[config.mk]
export PLATFORM = sky130hd
export DESIGN_NAME = prc_top
export DESIGN_NICKNAME = d
export VERILOG_FILES = /design/src/prc_decode.sv /design/src/prc_top.sv
export SDC_FILE = /design/constraint.sdc
export NUM_CORES = 1
export LEC_CHECK = 0
export BUFFER_PORTS_ARGS = -buffer_cell sky130_fd_sc_hd__buf_4
export CORE_UTILIZATION = 51
export CTS_CLUSTER_SIZE = 40
export DETAILED_ROUTE_END_ITERATION = 7
export PLACE_DENSITY = 0.77
export SLEW_MARGIN = 10
export SYNTH_ARGS = -nofsm -noshare
export SYNTH_HDL_FRONTEND = slang
export SYNTH_HIERARCHICAL = 1
export SYNTH_SLANG_ARGS = --single-unit
[constraint.sdc]
create_clock -name i_core_clk -period 3.01 [get_ports i_core_clk]
set_clock_uncertainty 0.15 [all_clocks]
set_input_delay 0.7525 -clock i_core_clk [delete_from_list [all_inputs] [get_ports i_core_clk]]
set_output_delay 0.7525 -clock i_core_clk [all_outputs]
set_load 0.01 [all_outputs]
[src/prc_decode.sv]
// pulse-count rail configuration: shared package and pulse-code decoder
`default_nettype none

package prc_pkg;
	// ------------------------------------------------------------------
	// timing
	// ------------------------------------------------------------------
	localparam int CLK_MHZ     = 25;
	localparam int STORE_NS    = 30000;   // line steady high to store code
	localparam int OFF_NS      = 30000;   // line low to shut rails down
	localparam int NEG_DLY_US  = 10000;   // negative rail start delay
	// least times round up to whole cycles
	localparam int STORE_CYC_I = (STORE_NS * CLK_MHZ + 999) / 1000;
	localparam int OFF_CYC_I   = (OFF_NS * CLK_MHZ + 999) / 1000;
	localparam int NEG_DLY_CYC = NEG_DLY_US * CLK_MHZ;
	localparam int HL_W        = 10;
	localparam int DLY_W       = 18;
	localparam logic [HL_W-1:0] STORE_CYC = HL_W'(STORE_CYC_I);
	localparam logic [HL_W-1:0] OFF_CYC   = HL_W'(OFF_CYC_I);
	localparam logic [HL_W-1:0] HL_ONE    = 10'h001;

	// ------------------------------------------------------------------
	// pulse codes
	// ------------------------------------------------------------------
	localparam logic [6:0] CNT_MAX  = 7'h7F;
	localparam logic [6:0] CNT_ONE  = 7'h01;
	localparam logic [6:0] NEG_LO   = 7'h01;
	localparam logic [6:0] NEG_HI   = 7'h33;
	localparam logic [6:0] ANA_LO   = 7'h34;
	localparam logic [6:0] ANA_HI   = 7'h4F;
	localparam logic [6:0] FD_ON    = 7'h50;
	localparam logic [6:0] FD_OFF   = 7'h51;
	localparam logic [6:0] DET_ON   = 7'h52;
	localparam logic [6:0] DET_OFF  = 7'h53;
	localparam logic [6:0] POS_LO   = 7'h54;
	localparam logic [6:0] POS_HI   = 7'h5A;
	localparam logic [6:0] OCPP_LO  = 7'h5B;
	localparam logic [6:0] OCPP_HI  = 7'h61;
	localparam logic [6:0] OCPA_LO  = 7'h62;
	localparam logic [6:0] OCPA_HI  = 7'h68;

	// ------------------------------------------------------------------
	// settings, held as index into each item's value list
	// ------------------------------------------------------------------
	typedef struct packed {
		logic       det;      // 250mV detection on
		logic       fd_on;    // forced discharge value
		logic       fd_ovr;   // discharge forced by code
		logic [2:0] ocpa;     // analog-rail limit, 90mA + 30mA*idx
		logic [2:0] ocpp;     // positive-rail limit, 80mA + 95mA*idx
		logic [2:0] pos;      // positive rail, 4.6V + 0.1V*idx
		logic [4:0] ana;      // analog rail, 5.0V + 0.1V*idx
		logic [5:0] neg;      // negative rail, -6.4V + 0.1V*idx
	} prc_set_s;

	localparam prc_set_s SET_DEF = '{det: 1'b0, fd_on: 1'b0, fd_ovr: 1'b0,
		ocpa: 3'h4, ocpp: 3'h6, pos: 3'h0, ana: 5'h08, neg: 6'h18};

	typedef struct packed {
		logic       neg_v;
		logic       ana_v;
		logic       pos_v;
		logic       ocpp_v;
		logic       ocpa_v;
		logic       fd_v;
		logic       fd_on;
		logic       det_v;
		logic       det_on;
		logic [5:0] idx;
	} prc_upd_s;

	typedef struct packed {
		logic [6:0] count;
		logic       line_on;
		logic       pos_en;
		logic       neg_en;
		logic       ana_en;
		logic       dis;
	} prc_stat_s;

	// ------------------------------------------------------------------
	// register bus
	// ------------------------------------------------------------------
	localparam logic [7:0] ADDR_CTL  = 8'h00;
	localparam logic [7:0] ADDR_SET  = 8'h04;
	localparam logic [7:0] ADDR_STAT = 8'h08;
	localparam int CTL_DEC_EN = 0;
	localparam int CTL_SOFT   = 1;

	typedef struct packed {
		logic        psel;
		logic        penable;
		logic        pwrite;
		logic [7:0]  paddr;
		logic [31:0] pwdata;
	} prc_apb_s;

	typedef struct packed {
		logic             line_q;
		logic             line_on;
		logic [6:0]       count;
		logic [HL_W-1:0]  hi_cnt;
		logic [HL_W-1:0]  lo_cnt;
		logic [DLY_W-1:0] dly;
		prc_set_s         set;
		logic             pos_en;
		logic             neg_en;
		logic             ana_en;
		logic             dis;
		logic             dec_en;
		logic             pready;
		logic             pslverr;
		logic [31:0]      prdata;
	} prc_st_s;

	localparam prc_st_s ST_DEF = '{line_q: 1'b0, line_on: 1'b0,
		count: 7'h00, hi_cnt: 10'h000, lo_cnt: 10'h000, dly: 18'h00000,
		set: SET_DEF, pos_en: 1'b0, neg_en: 1'b0, ana_en: 1'b0,
		dis: 1'b0, dec_en: 1'b1, pready: 1'b0, pslverr: 1'b0,
		prdata: 32'h00000000};

	// code falls inside an item's range
	function automatic logic prc_in(input logic [6:0] c,
		input logic [6:0] lo, input logic [6:0] hi);
		return (c >= lo) && (c <= hi);
	endfunction
endpackage

`timescale 1ns/100ps

// ----------------------------------------------------------------------
// code decoder
// ----------------------------------------------------------------------
module prc_code_decode (
	input  wire logic [6:0]        i_code,
	output var prc_pkg::prc_upd_s  o_upd
);
	// one item per code; anything outside the table yields no valid bit
	always_comb begin
		o_upd = '0;
		if (prc_pkg::prc_in(i_code, prc_pkg::NEG_LO, prc_pkg::NEG_HI)) begin
			o_upd.neg_v = 1'b1;
			o_upd.idx   = 6'(i_code - prc_pkg::NEG_LO);
		end else if (prc_pkg::prc_in(i_code, prc_pkg::ANA_LO,
			prc_pkg::ANA_HI)) begin
			o_upd.ana_v = 1'b1;
			o_upd.idx   = 6'(i_code - prc_pkg::ANA_LO);
		end else if (prc_pkg::prc_in(i_code, prc_pkg::POS_LO,
			prc_pkg::POS_HI)) begin
			o_upd.pos_v = 1'b1;
			o_upd.idx   = 6'(i_code - prc_pkg::POS_LO);
		end else if (prc_pkg::prc_in(i_code, prc_pkg::OCPP_LO,
			prc_pkg::OCPP_HI)) begin
			o_upd.ocpp_v = 1'b1;
			o_upd.idx    = 6'(i_code - prc_pkg::OCPP_LO);
		end else if (prc_pkg::prc_in(i_code, prc_pkg::OCPA_LO,
			prc_pkg::OCPA_HI)) begin
			o_upd.ocpa_v = 1'b1;
			o_upd.idx    = 6'(i_code - prc_pkg::OCPA_LO);
		end else if (i_code == prc_pkg::FD_ON || i_code == prc_pkg::FD_OFF) begin
			o_upd.fd_v  = 1'b1;
			o_upd.fd_on = (i_code == prc_pkg::FD_ON);
		end else if (i_code == prc_pkg::DET_ON ||
			i_code == prc_pkg::DET_OFF) begin
			o_upd.det_v  = 1'b1;
			o_upd.det_on = (i_code == prc_pkg::DET_ON);
		end
	end
endmodule // prc_code_decode

`default_nettype wire

[src/prc_top.sv]
// pulse-count rail configuration and rail enable sequencing, apb slave
// Operation
// [RL1] count rising edges per train; final count selects one item value
// [RL2] codes 1..51 set negative rail -6.4V..-1.4V; default -4V
// [RL3] codes 52..79 analog rail, 84..90 positive rail, with defaults
// [RL4] codes 91..97 positive limit, 98..104 analog limit, with defaults
// [RL5] codes 80/81 force discharge on/off; 82/83 detection on/off
// [RL6] discharge pin high and no override: discharge outputs at shutdown
// [RL7] line high enables positive rail at its setting
// [RL8] negative rail enabled 10ms after line goes high
// [RL9] power cycle returns every setting to default
// [RL10] line held low for shutdown time restores both panel rail settings
// [RL11] analog pin switches analog rail; both low resets all settings
// [RL12] host holds line high 30..80us after last pulse to store
// [RL13] host keeps pulse phases 2..25us, one item per train
// [RL14] out-of-table counts are ignored, settings unchanged
//
// The placing of the registers and the APB interface to the registers were left to the implementer.
`timescale 1ns/100ps
`default_nettype none

module prc_top #(
	parameter int unsigned NEG_DLY_CYC = prc_pkg::NEG_DLY_CYC
) (
	input  wire logic               i_core_clk,
	input  wire logic               i_resetn,
	input  wire logic               i_line,
	input  wire logic               i_analog_en,
	input  wire logic               i_discharge_select_pin,
	input  wire prc_pkg::prc_apb_s  i_apb,
	output var  prc_pkg::prc_set_s  o_set,
	output logic                    o_pos_rail_en,
	output logic                    o_neg_rail_en,
	output logic                    o_analog_rail_en,
	output logic                    o_fast_discharge,
	output logic [31:0]             o_prdata,
	output logic                    o_pready,
	output logic                    o_pslverr
);
	localparam logic [prc_pkg::DLY_W-1:0] DLY_TGT =
		NEG_DLY_CYC[prc_pkg::DLY_W-1:0];
	localparam logic [prc_pkg::DLY_W-1:0] DLY_ONE = 18'h00001;

	// ------------------------------------------------------------------
	// reset release
	// ------------------------------------------------------------------
	logic [1:0] rst_sync_r;
	logic       rst_n;

	// async assert, release after two edges
	always_ff @(posedge i_core_clk or negedge i_resetn) begin
		if (!i_resetn) begin
			rst_sync_r <= 2'h0;
		end else begin
			rst_sync_r <= {rst_sync_r[0], 1'b1};
		end
	end
	assign rst_n = rst_sync_r[1];

	// ------------------------------------------------------------------
	// line events
	// ------------------------------------------------------------------
	prc_pkg::prc_st_s  st_r;
	prc_pkg::prc_st_s  st_nxt;
	prc_pkg::prc_upd_s upd;
	logic              rise;
	logic              store;
	logic              shut;
	logic              setup;
	logic              acc;
	logic              ctl_wr;
	logic              fd_eff;

	assign rise  = i_line && !st_r.line_q;
	// line steady high long enough after the last pulse: store the code
	assign store = i_line && st_r.line_on &&
		(st_r.hi_cnt == prc_pkg::STORE_CYC - prc_pkg::HL_ONE);         // [RL1]
	// low longer than any pulse gap: treat as shutdown
	assign shut  = !i_line && st_r.line_on &&
		(st_r.lo_cnt == prc_pkg::OFF_CYC - prc_pkg::HL_ONE);           // [RL10]
	assign setup  = i_apb.psel && !i_apb.penable;
	assign acc    = i_apb.psel && i_apb.penable && st_r.pready;
	assign ctl_wr = acc && i_apb.pwrite && (i_apb.paddr == prc_pkg::ADDR_CTL);

	prc_code_decode u_dec (
		.i_code (st_r.count),
		.o_upd  (upd)
	);

	// ------------------------------------------------------------------
	// next state
	// ------------------------------------------------------------------
	always_comb begin
		st_nxt        = st_r;
		st_nxt.line_q = i_line;
		fd_eff        = 1'b0;

		// phase timers saturate so a long level never wraps
		if (i_line) begin
			st_nxt.lo_cnt = '0;
			if (st_r.hi_cnt != prc_pkg::STORE_CYC) begin
				st_nxt.hi_cnt = st_r.hi_cnt + prc_pkg::HL_ONE;
			end
		end else begin
			st_nxt.hi_cnt = '0;
			if (st_r.lo_cnt != prc_pkg::OFF_CYC) begin
				st_nxt.lo_cnt = st_r.lo_cnt + prc_pkg::HL_ONE;
			end
		end

		// enabling edge turns the positive rail on and is not counted as a pulse
		if (rise && !st_r.line_on) begin
			st_nxt.line_on = 1'b1;                                     // [RL7]
		end else if (rise && st_r.count != prc_pkg::CNT_MAX) begin
			st_nxt.count = st_r.count + prc_pkg::CNT_ONE;              // [RL1]
		end

		// store the train; codes outside the table touch nothing
		if (store) begin
			st_nxt.count = '0;                                         // [RL1]
			if (st_r.dec_en) begin
				if (upd.neg_v) st_nxt.set.neg = upd.idx;                 // [RL2]
				if (upd.ana_v) st_nxt.set.ana = upd.idx[4:0];            // [RL3]
				if (upd.pos_v) st_nxt.set.pos = upd.idx[2:0];            // [RL3]
				if (upd.ocpp_v) st_nxt.set.ocpp = upd.idx[2:0];          // [RL4]
				if (upd.ocpa_v) st_nxt.set.ocpa = upd.idx[2:0];          // [RL4]
				if (upd.fd_v) begin
					st_nxt.set.fd_ovr = 1'b1;                             // [RL5]
					st_nxt.set.fd_on  = upd.fd_on;
				end
				if (upd.det_v) st_nxt.set.det = upd.det_on;              // [RL5]
			end                                                        // [RL14]
		end

		// shutdown restores the panel rail settings only
		if (shut) begin
			st_nxt.line_on = 1'b0;
			st_nxt.count   = '0;
			st_nxt.set.neg = prc_pkg::SET_DEF.neg;                     // [RL10]
			st_nxt.set.pos = prc_pkg::SET_DEF.pos;                     // [RL10]
		end

		// both enables low: settings and count back to default
		if (!st_nxt.line_on && !i_analog_en) begin
			st_nxt.set   = prc_pkg::SET_DEF;                           // [RL11]
			st_nxt.count = '0;
		end

		// negative rail start delay, measured from line going on
		if (!st_r.line_on) begin
			st_nxt.dly = '0;
		end else if (st_r.dly != DLY_TGT) begin
			st_nxt.dly = st_r.dly + DLY_ONE;
		end
		st_nxt.pos_en = st_nxt.line_on;                                // [RL7]
		// old line_on too: a stale full count must not skip the delay
		st_nxt.neg_en = st_nxt.line_on && st_r.line_on &&
			(st_r.dly == DLY_TGT);                                     // [RL8]
		st_nxt.ana_en = i_analog_en;                                   // [RL11]

		// control register write; soft default comes last so it wins
		if (ctl_wr) begin
			st_nxt.dec_en = i_apb.pwdata[prc_pkg::CTL_DEC_EN];
			if (i_apb.pwdata[prc_pkg::CTL_SOFT]) begin
				st_nxt.set = prc_pkg::SET_DEF;
			end
		end

		// code override beats the pin; pin grounded leaves outputs floating
		fd_eff = st_nxt.set.fd_ovr ? st_nxt.set.fd_on
			: i_discharge_select_pin;                                  // [RL6]
		st_nxt.dis = fd_eff && (!st_nxt.line_on || !i_analog_en);     // [RL6]

		// no wait state: answer registered in setup, taken at the end of the first access cycle
		st_nxt.pready  = setup;
		st_nxt.pslverr = 1'b0;
		st_nxt.prdata  = '0;
		if (setup) begin
			case (i_apb.paddr)
				prc_pkg::ADDR_CTL:  st_nxt.prdata = 32'(st_r.dec_en);
				prc_pkg::ADDR_SET:  st_nxt.prdata = 32'(st_r.set);
				prc_pkg::ADDR_STAT: st_nxt.prdata = 32'(prc_pkg::prc_stat_s'(
					{st_r.count, st_r.line_on, st_r.pos_en, st_r.neg_en,
					st_r.ana_en, st_r.dis}));
				default:            st_nxt.pslverr = 1'b1;
			endcase
		end
	end

	// state register; power-on reset gives defaults everywhere
	always_ff @(posedge i_core_clk or negedge rst_n) begin
		if (!rst_n) begin
			st_r <= prc_pkg::ST_DEF;                                   // [RL9]
		end else begin
			st_r <= st_nxt;
		end
	end

	// ------------------------------------------------------------------
	// outputs
	// ------------------------------------------------------------------
	assign o_set            = st_r.set;
	assign o_pos_rail_en    = st_r.pos_en;
	assign o_neg_rail_en    = st_r.neg_en;
	assign o_analog_rail_en = st_r.ana_en;
	assign o_fast_discharge = st_r.dis;
	assign o_prdata         = st_r.prdata;
	assign o_pready         = st_r.pready;
	assign o_pslverr        = st_r.pslverr;
endmodule // prc_top

`default_nettype wire

==> impl_metrics.py, run 1 <==
metrics = {
    "run_status": {
        "outcome": "complete, no violations",
    },
    "layout": {
        "layout-drive-gt1-share_pct": 24.9,
        "stdcell_area_mm2": 0.00667,
        "area_growth_syn_to_layout_pct": 14.6,
        "layout.cells.most_common_list": "106 x buf_4, 91 x dfrtp_1, 74 x nor2_1",
        "seqCellArea_mm2": 0.00254,
        "layout.cells.most_common": "buf_4",
        "nNetsFinal": 716,
        "multiInputGateArea_mm2": 0.00272,
        "antennaDiodeCount": 0,
        "postLayoutCoreUtil_pct": 60.7,
        "fillers": 906,
    },
    "logic_synthesis": {
        "synth.cell_area_mm2": 0.00582,
        "postSynthRegisterBits": 101,
        "synthesis.instances": 593,
        "synthesis.area_per_instance_um2": 9.81,
        "asyncSetResetFlopFracSynth_pct": 100,
        "synth_edf_count": 0,
        "yosys_most_used_dff": "dfrtp_1",
        "yosysWarningCount": 6,
        "ys_seq_area_share_pct": 43.6,
        "ys_types": 75,
    },
    "cts": {
        "clock_tree.root_cell": "clkbuf_16",
        "tritoncts": "built",
        "cts.reportedPaths.clkPinSlew_ns": 0.07,
        "clock-sinks": 101,
        "clock_path_buffers": 2,
        "clock_insertion_delay_at_the_later_pin_of_the_skew_report_ns": 0.36,
        "postCtsHoldBufs": 0,
        "tritoncts.num_buffers": 9,
        "cts_max_level": 3,
    },
    "setup_path": {
        "timing.critical_path.arrival_ns": 3.02,
        "worst_path_max_delay_cell": "dfrtp_2",
        "path_class": "reg -> reg",
        "cp-start-kind": "register",
        "cpPeakStageDelay_ns": 0.46,
        "critPathMaxFanout": 7,
        "cp_cell_sequence": "inv_1 -> ha_1 -> or3b_4 -> a221oi_4 -> buf_4 -> a311oi_1 -> buf_4 -> o311ai_1 -> a22oi_2 -> inv_1 -> nor2_1 -> a211o_1",
        "critical-path-top-delay-family": "compound AO/OA/AOI/OAI gates",
        "type_of_element_capturing_the_critical_path": "register",
        "timing.reg2reg.worst_path_depth": 12,
        "worst-path-buf-inv": 4,
        "r2r_start": "st_r[103]",
        "r2r_slack_ns": 0.12,
        "required_time_of_the_worst_setup_path_ns": 3.14,
        "worstReg2RegEnd": "o_set[4]",
    },
    "pwr": {
        "total_power_uw": 4270,
        "maximum_ir_drop_on_the_vdd_rail_v": 0.000426,
        "power.density_mw_per_mm2": 640,
        "leakage_uw": 0.00336,
    },
    "grt": {
        "grt_use_total_pct": 22.4,
        "antenna_found_initial": 0,
        "grt_overflow": 0,
        "grt_pass1_vias": 4190,
        "grt_pass1_wl_mm": 20.4,
        "largest_net_degree_at_the_start_of_global_routing": 57,
    },
    "sta": {
        "setup_tns_ns": 0,
        "timing.final.setup_violations": 0,
        "timing.final.max_slew_violations": 0,
        "setup_ws_ns": 0.124,
        "fin_crit_sh_pct": 95.9,
        "slew-limit-headroom_pct": 41.1,
        "fmax_mhz": 346,
        "grt_setup_unrepaired": "no",
        "report.final.hold_viol_count": 0,
        "final_critical_delay_including_setup_and_external_delays_ns": 2.89,
        "worst_pin_slew_ns": 0.878,
    },
    "placement": {
        "io_buffer_count": 69,
        "preCtsSetupSlack_ns": 0.0764,
        "dpl-instance-area_mm2": 0.00628,
        "detailed_place_hpwl_mm": 9.40,
        "weighted_congestion_reported_at_the_end_of_routability_driven_placement": 0.880,
    },
    "floorplan": {
        "die_y_um": 109,
        "dieWidth_um": 109,
        "starting_density_of_the_core_pct": 53.0,
        "io_pins": 109,
        "coreArea_mm2": 0.0110,
        "std_cell_rows": 38,
        "floorplan.die_area_mm2": 0.0118,
    },
    "flow_run": {
        "max_cap_viol_count": 0,
    },
    "routing": {
        "routed_length_per_instance_um": 16.2,
        "drt-vias-per-instance": 5.48,
        "drt_pass1_iterations": 5,
        "drc": 0,
        "vias": 4330,
        "wirelength_mm": 12.8,
        "ant_nets": 0,
        "drt_iter0_markers": 300,
    },
    "hold_path": {
        "min_path_type": "in -> async",
    },
}
[synthesized netlist by cell type, types with 3 or more instances]
master / n / share of area (%)
nand3_1: 25 / 2.2
clkbuf_1: 10 / 0.65
a31oi_1: 9 / 0.97
a311oi_1: 3 / 0.45
o211ai_1: 3 / 0.39
buf_2: 5 / 0.43
nand2_1: 34 / 2.2
and4_1: 3 / 0.45
o21ai_0: 10 / 0.86
xnor2_1: 13 / 2.0
and2_1: 9 / 0.97
a21oi_1: 13 / 1.1
a211oi_1: 5 / 0.65
nand2b_1: 3 / 0.32
ha_1: 23 / 4.9
or3_1: 4 / 0.43
a211o_1: 4 / 0.60
nor2b_1: 4 / 0.43
dfstp_2: 7 / 3.2
nand4_1: 8 / 0.86
dfrtp_1: 94 / 40
mux2i_1: 24 / 4.1
xor2_1: 24 / 3.6
nor2_1: 74 / 4.8
inv_1: 25 / 1.6
buf_4: 57 / 7.4
nor4_1: 5 / 0.54
and3_1: 23 / 2.5
nor3_1: 9 / 0.77
a22oi_1: 9 / 1.2
or4_1: 3 / 0.39
[power breakdown]
part	internal [uW]	switching (uW)	leakage (uW)
Clock	669	550	0.000156
Sequential	1460	158	0.00134
Combinational	630	806	0.00186
Total	2760	1510	0.00336
[timing repair]
| action | CTS | global route |
|---|---|---|
| resized for setup | 0 | 8 |
| setup endpoints to repair | 0 | 12 |
| buffers inserted | 0 | 7 |
[sequential cells by signal, summed over array words and instances, names as in the netlist]
name,cells
o_prdata,23
st_r,47
o_neg_rail_en,1
o_fast_discharge,1
o_pready,1
o_pos_rail_en,1
o_pslverr,1
o_analog_rail_en,1
rst_sync_r,2
o_set,23
[cell families (layout without fill, tap and decap cells)]
logic type	Yosys count	count (layout)	synth area share, %
DFF	101	101	43.6
buffers and inverters	100	149	10.4
adders and majority gates	23	23	4.95
and+or+nand+nor	228	228	21.1
xor gates and xnor gates	37	37	5.57
other	2	10	0.129
AOI/OAI and AO/OA	77	77	9.94
muxes	25	25	4.32
[area by class of cell]
type	instances	area share [%]
clock buffer	9	3.38
sequential	101	38.1
inverter	26	1.46
timing repair buffer	107	12.2
multi-input combinational	400	40.8
clock inverter	7	1.35
tap	140	2.63
[layer usage]
metal	wire length [um]	track usage, %	vias up
li1	-	-	2097
met1	5630	28.7	2075
met2	6330	38.3	145
met3	682	4.54	13
met4	126	6.37	0
met5	0	0	-
[how the worst max path moves through the flow]
stage	start	to	slack, ns	depth (start not counted)
floorplan	st_r[102]	o_fast_discharge	0.06	10
detailed placement	st_r[102]	o_fast_discharge	0.08	10
global placement	st_r[102]	o_fast_discharge	0.13	10
finish	st_r[103]	o_set[4]	0.12	12
global route	st_r[102]	o_set[4]	0.006	13
CTS	st_r[102]	o_fast_discharge	0.06	10
[metrics by stage]
step / hold slack [ns] / cells
3_3_place_gp: 0.191 / 767
5_1_grt: 0.0113 / 790
6_report: 0.0171 / 790
3_5_place_dp: 0.192 / 767
2_1_floorplan: 0.181 / 601
4_1_cts: 0.00949 / 783
[worst reg2reg max path: stages (launching register included)]
cell	delay [ns]
dfrtp_2	0.46
inv_1	0.10
ha_1	0.18
or3b_4	0.39
a221oi_4	0.25
buf_4	0.17
a311oi_1	0.06
buf_4	0.18
o311ai_1	0.33
a22oi_2	0.13
inv_1	0.10
nor2_1	0.06
a211o_1	0.26
(Power assumes the default switching activity.)
==> run 2: changes to the inputs <==
--- a/config.mk
+++ b/config.mk
@@ -10,6 +10,7 @@
 export CTS_CLUSTER_SIZE = 40
 export DETAILED_ROUTE_END_ITERATION = 7
 export PLACE_DENSITY = 0.77
+export RECOVER_POWER = 100
 export SLEW_MARGIN = 10
 export SYNTH_ARGS = -nofsm -noshare
 export SYNTH_HDL_FRONTEND = slang
==> impl_metrics.py, run 2 (synthesized netlist as in run 1, its figures left out) <==
metrics = {
    "floorplan": {
        "std_cell_rows": 38,
        "dieWidth_um": 109,
        "coreArea_mm2": 0.0110,
        "die_y_um": 109,
        "starting_density_of_the_core_pct": 53.0,
        "io_pins": 109,
        "floorplan.die_area_mm2": 0.0118,
    },
    "sta": {
        "timing.final.max_slew_violations": 0,
        "final_critical_delay_including_setup_and_external_delays_ns": 2.89,
        "grt_setup_unrepaired": "no",
        "setup_tns_ns": 0,
        "timing.final.setup_violations": 0,
        "worst_pin_slew_ns": 1.06,
        "report.final.hold_viol_count": 0,
        "fin_crit_sh_pct": 95.9,
        "fmax_mhz": 346,
        "slew-limit-headroom_pct": 29.2,
    },
    "pwr": {
        "maximum_ir_drop_on_the_vdd_rail_v": 0.000425,
        "power.density_mw_per_mm2": 661,
        "p_comb_share_pct": 33.5,
        "switchingPower_uw": 1510,
        "net_switching_share_of_the_total_power_pct": 35.5,
        "internal_power_uw": 2750,
        "leakage_uw": 0.00312,
        "share_of_power_burned_in_the_clock_network_pct": 28.6,
        "power.share.sequential_pct": 37.8,
    },
    "cts": {
        "clock_tree.root_cell": "clkbuf_16",
        "clock-sinks": 101,
        "tritoncts": "built",
        "cts.reportedPaths.clkPinSlew_ns": 0.07,
        "clock_path_buffers": 2,
        "cts_max_level": 3,
        "postCtsHoldBufs": 0,
        "tritoncts.num_buffers": 9,
        "clock_insertion_delay_at_the_later_pin_of_the_skew_report_ns": 0.36,
    },
    "placement": {
        "io_buffer_count": 69,
        "weighted_congestion_reported_at_the_end_of_routability_driven_placement": 0.880,
        "detailed_place_hpwl_mm": 9.40,
        "post-place-cells": 767,
    },
    "layout": {
        "seqCellArea_mm2": 0.00254,
        "largest_register": "st_r",
        "largest_register_ffs": 47,
        "layout.cells.most_common_list": "91 x dfrtp_1, 74 x nor2_1, 52 x buf_4",
        "postLayoutCoreUtil_pct": 58.7,
        "antennaDiodeCount": 0,
        "area_growth_syn_to_layout_pct": 10.8,
        "multiInputGateArea_mm2": 0.00271,
        "layout.cells.most_common": "dfrtp_1",
        "layout-drive-gt1-share_pct": 15.7,
        "finish.cell_count_without_fillers": 790,
        "fillers": 974,
        "nNetsFinal": 716,
    },
    "grt": {
        "grt_pass1_vias": 4190,
        "grt_use_total_pct": 22.4,
        "antenna_found_initial": 0,
        "grt_pass1_wl_mm": 20.4,
        "grt_overflow": 0,
        "largest_net_degree_at_the_start_of_global_routing": 57,
    },
    "run_status": {
        "outcome": "complete, no violations",
    },
    "routing": {
        "vias": 4301,
        "drt_pass1_iterations": 4,
        "wirelength_mm": 12.8,
        "drt_iter0_markers": 276,
        "routed_length_per_instance_um": 16.2,
        "drc": 0,
        "ant_nets": 0,
        "drt-vias-per-instance": 5.44,
    },
    "setup_path": {
        "required_time_of_the_worst_setup_path_ns": 3.15,
        "critPathMaxFanout": 7,
        "cp-start-kind": "register",
        "r2r_slack_ns": 0.12,
        "path_class": "reg -> reg",
        "timing.critical_path.arrival_ns": 3.02,
        "type_of_element_capturing_the_critical_path": "register",
    },
    "hold_path": {
        "min_path_type": "in -> async",
    },
    "flow_run": {
        "max_cap_viol_count": 0,
    },
}
==> run 2: cell type report <==
type / count / share of cell area [%]
inverters: 26 / 1.51
clock buffers: 9 / 3.49
multi-input cells: 400 / 42.0
repair buffers: 107 / 9.41
clock inverters: 7 / 1.40
flip-flops and latches: 101 / 39.4
well taps: 140 / 2.72
==> run 2: critical path, stage by stage (launching register included) <==
cell and delay (ns):
dfrtp_2 0.46, inv_1 0.09, ha_1 0.18, or3b_4 0.39, a221oi_4 0.25, buf_4 0.17
a311oi_1 0.06, buf_4 0.18, o311ai_1 0.33, a22oi_2 0.13, inv_1 0.10, nor2_1 0.05
a211o_1 0.26
==> run 2: metrics by stage <==
| step | power, uW | hold WS (ns) | setup slack (ns) | cell area, um^2 |
|---|---|---|---|---|
| 2_1_floorplan | 2470 | 0.181 | 0.0610 | 5850 |
| 3_3_place_gp | 2940 | 0.191 | 0.130 | 6280 |
| 3_5_place_dp | 2980 | 0.192 | 0.0764 | 6280 |
| 4_1_cts | 4220 | 0.00949 | 0.0613 | 6600 |
| 5_1_grt | 4500 | 0.0205 | 0.00797 | 6450 |
| 6_report | 4260 | 0.0201 | 0.122 | 6450 |
==> run 2: power groups by stage <==
stage                     sequential [uW]  clock (uW)  combinational, uW
after global placement               1630           0               1310
after floorplan                      1620           0                850
after detailed placement             1640           0               1350
after CTS                            1610        1250               1360
final                                1610        1220               1430
after global routing                 1630        1290               1570
==> run 2: worst paths after layout <==
path,from,endpoint,depth (start not counted)
max,st_r[103],o_set[4],12
min,i_resetn,rst_sync_r[1],1
min in group i_core_clk,rst_sync_r[0],rst_sync_r[1],0
max in group asynchronous,rst_sync_r[1],o_set[8],1
min reg2reg,rst_sync_r[0],rst_sync_r[1],0
max reg2reg,st_r[103],o_set[4],12
==> run 2: layer usage <==
metal / part of all wire, % / global-route usage, % / routed length, um
met2: 49 / 38.3 / 6310
met1: 45 / 28.7 / 5690
met4: 0.89 / 6.37 / 113
met3: 5.1 / 4.54 / 646
met5: 0 / 0 / 0
==> run 2: what timing repair did <==
action,CTS,global route
hold endpoints to repair,0,0
buffers inserted,0,7
resized for setup,0,8
setup endpoints to repair,0,12
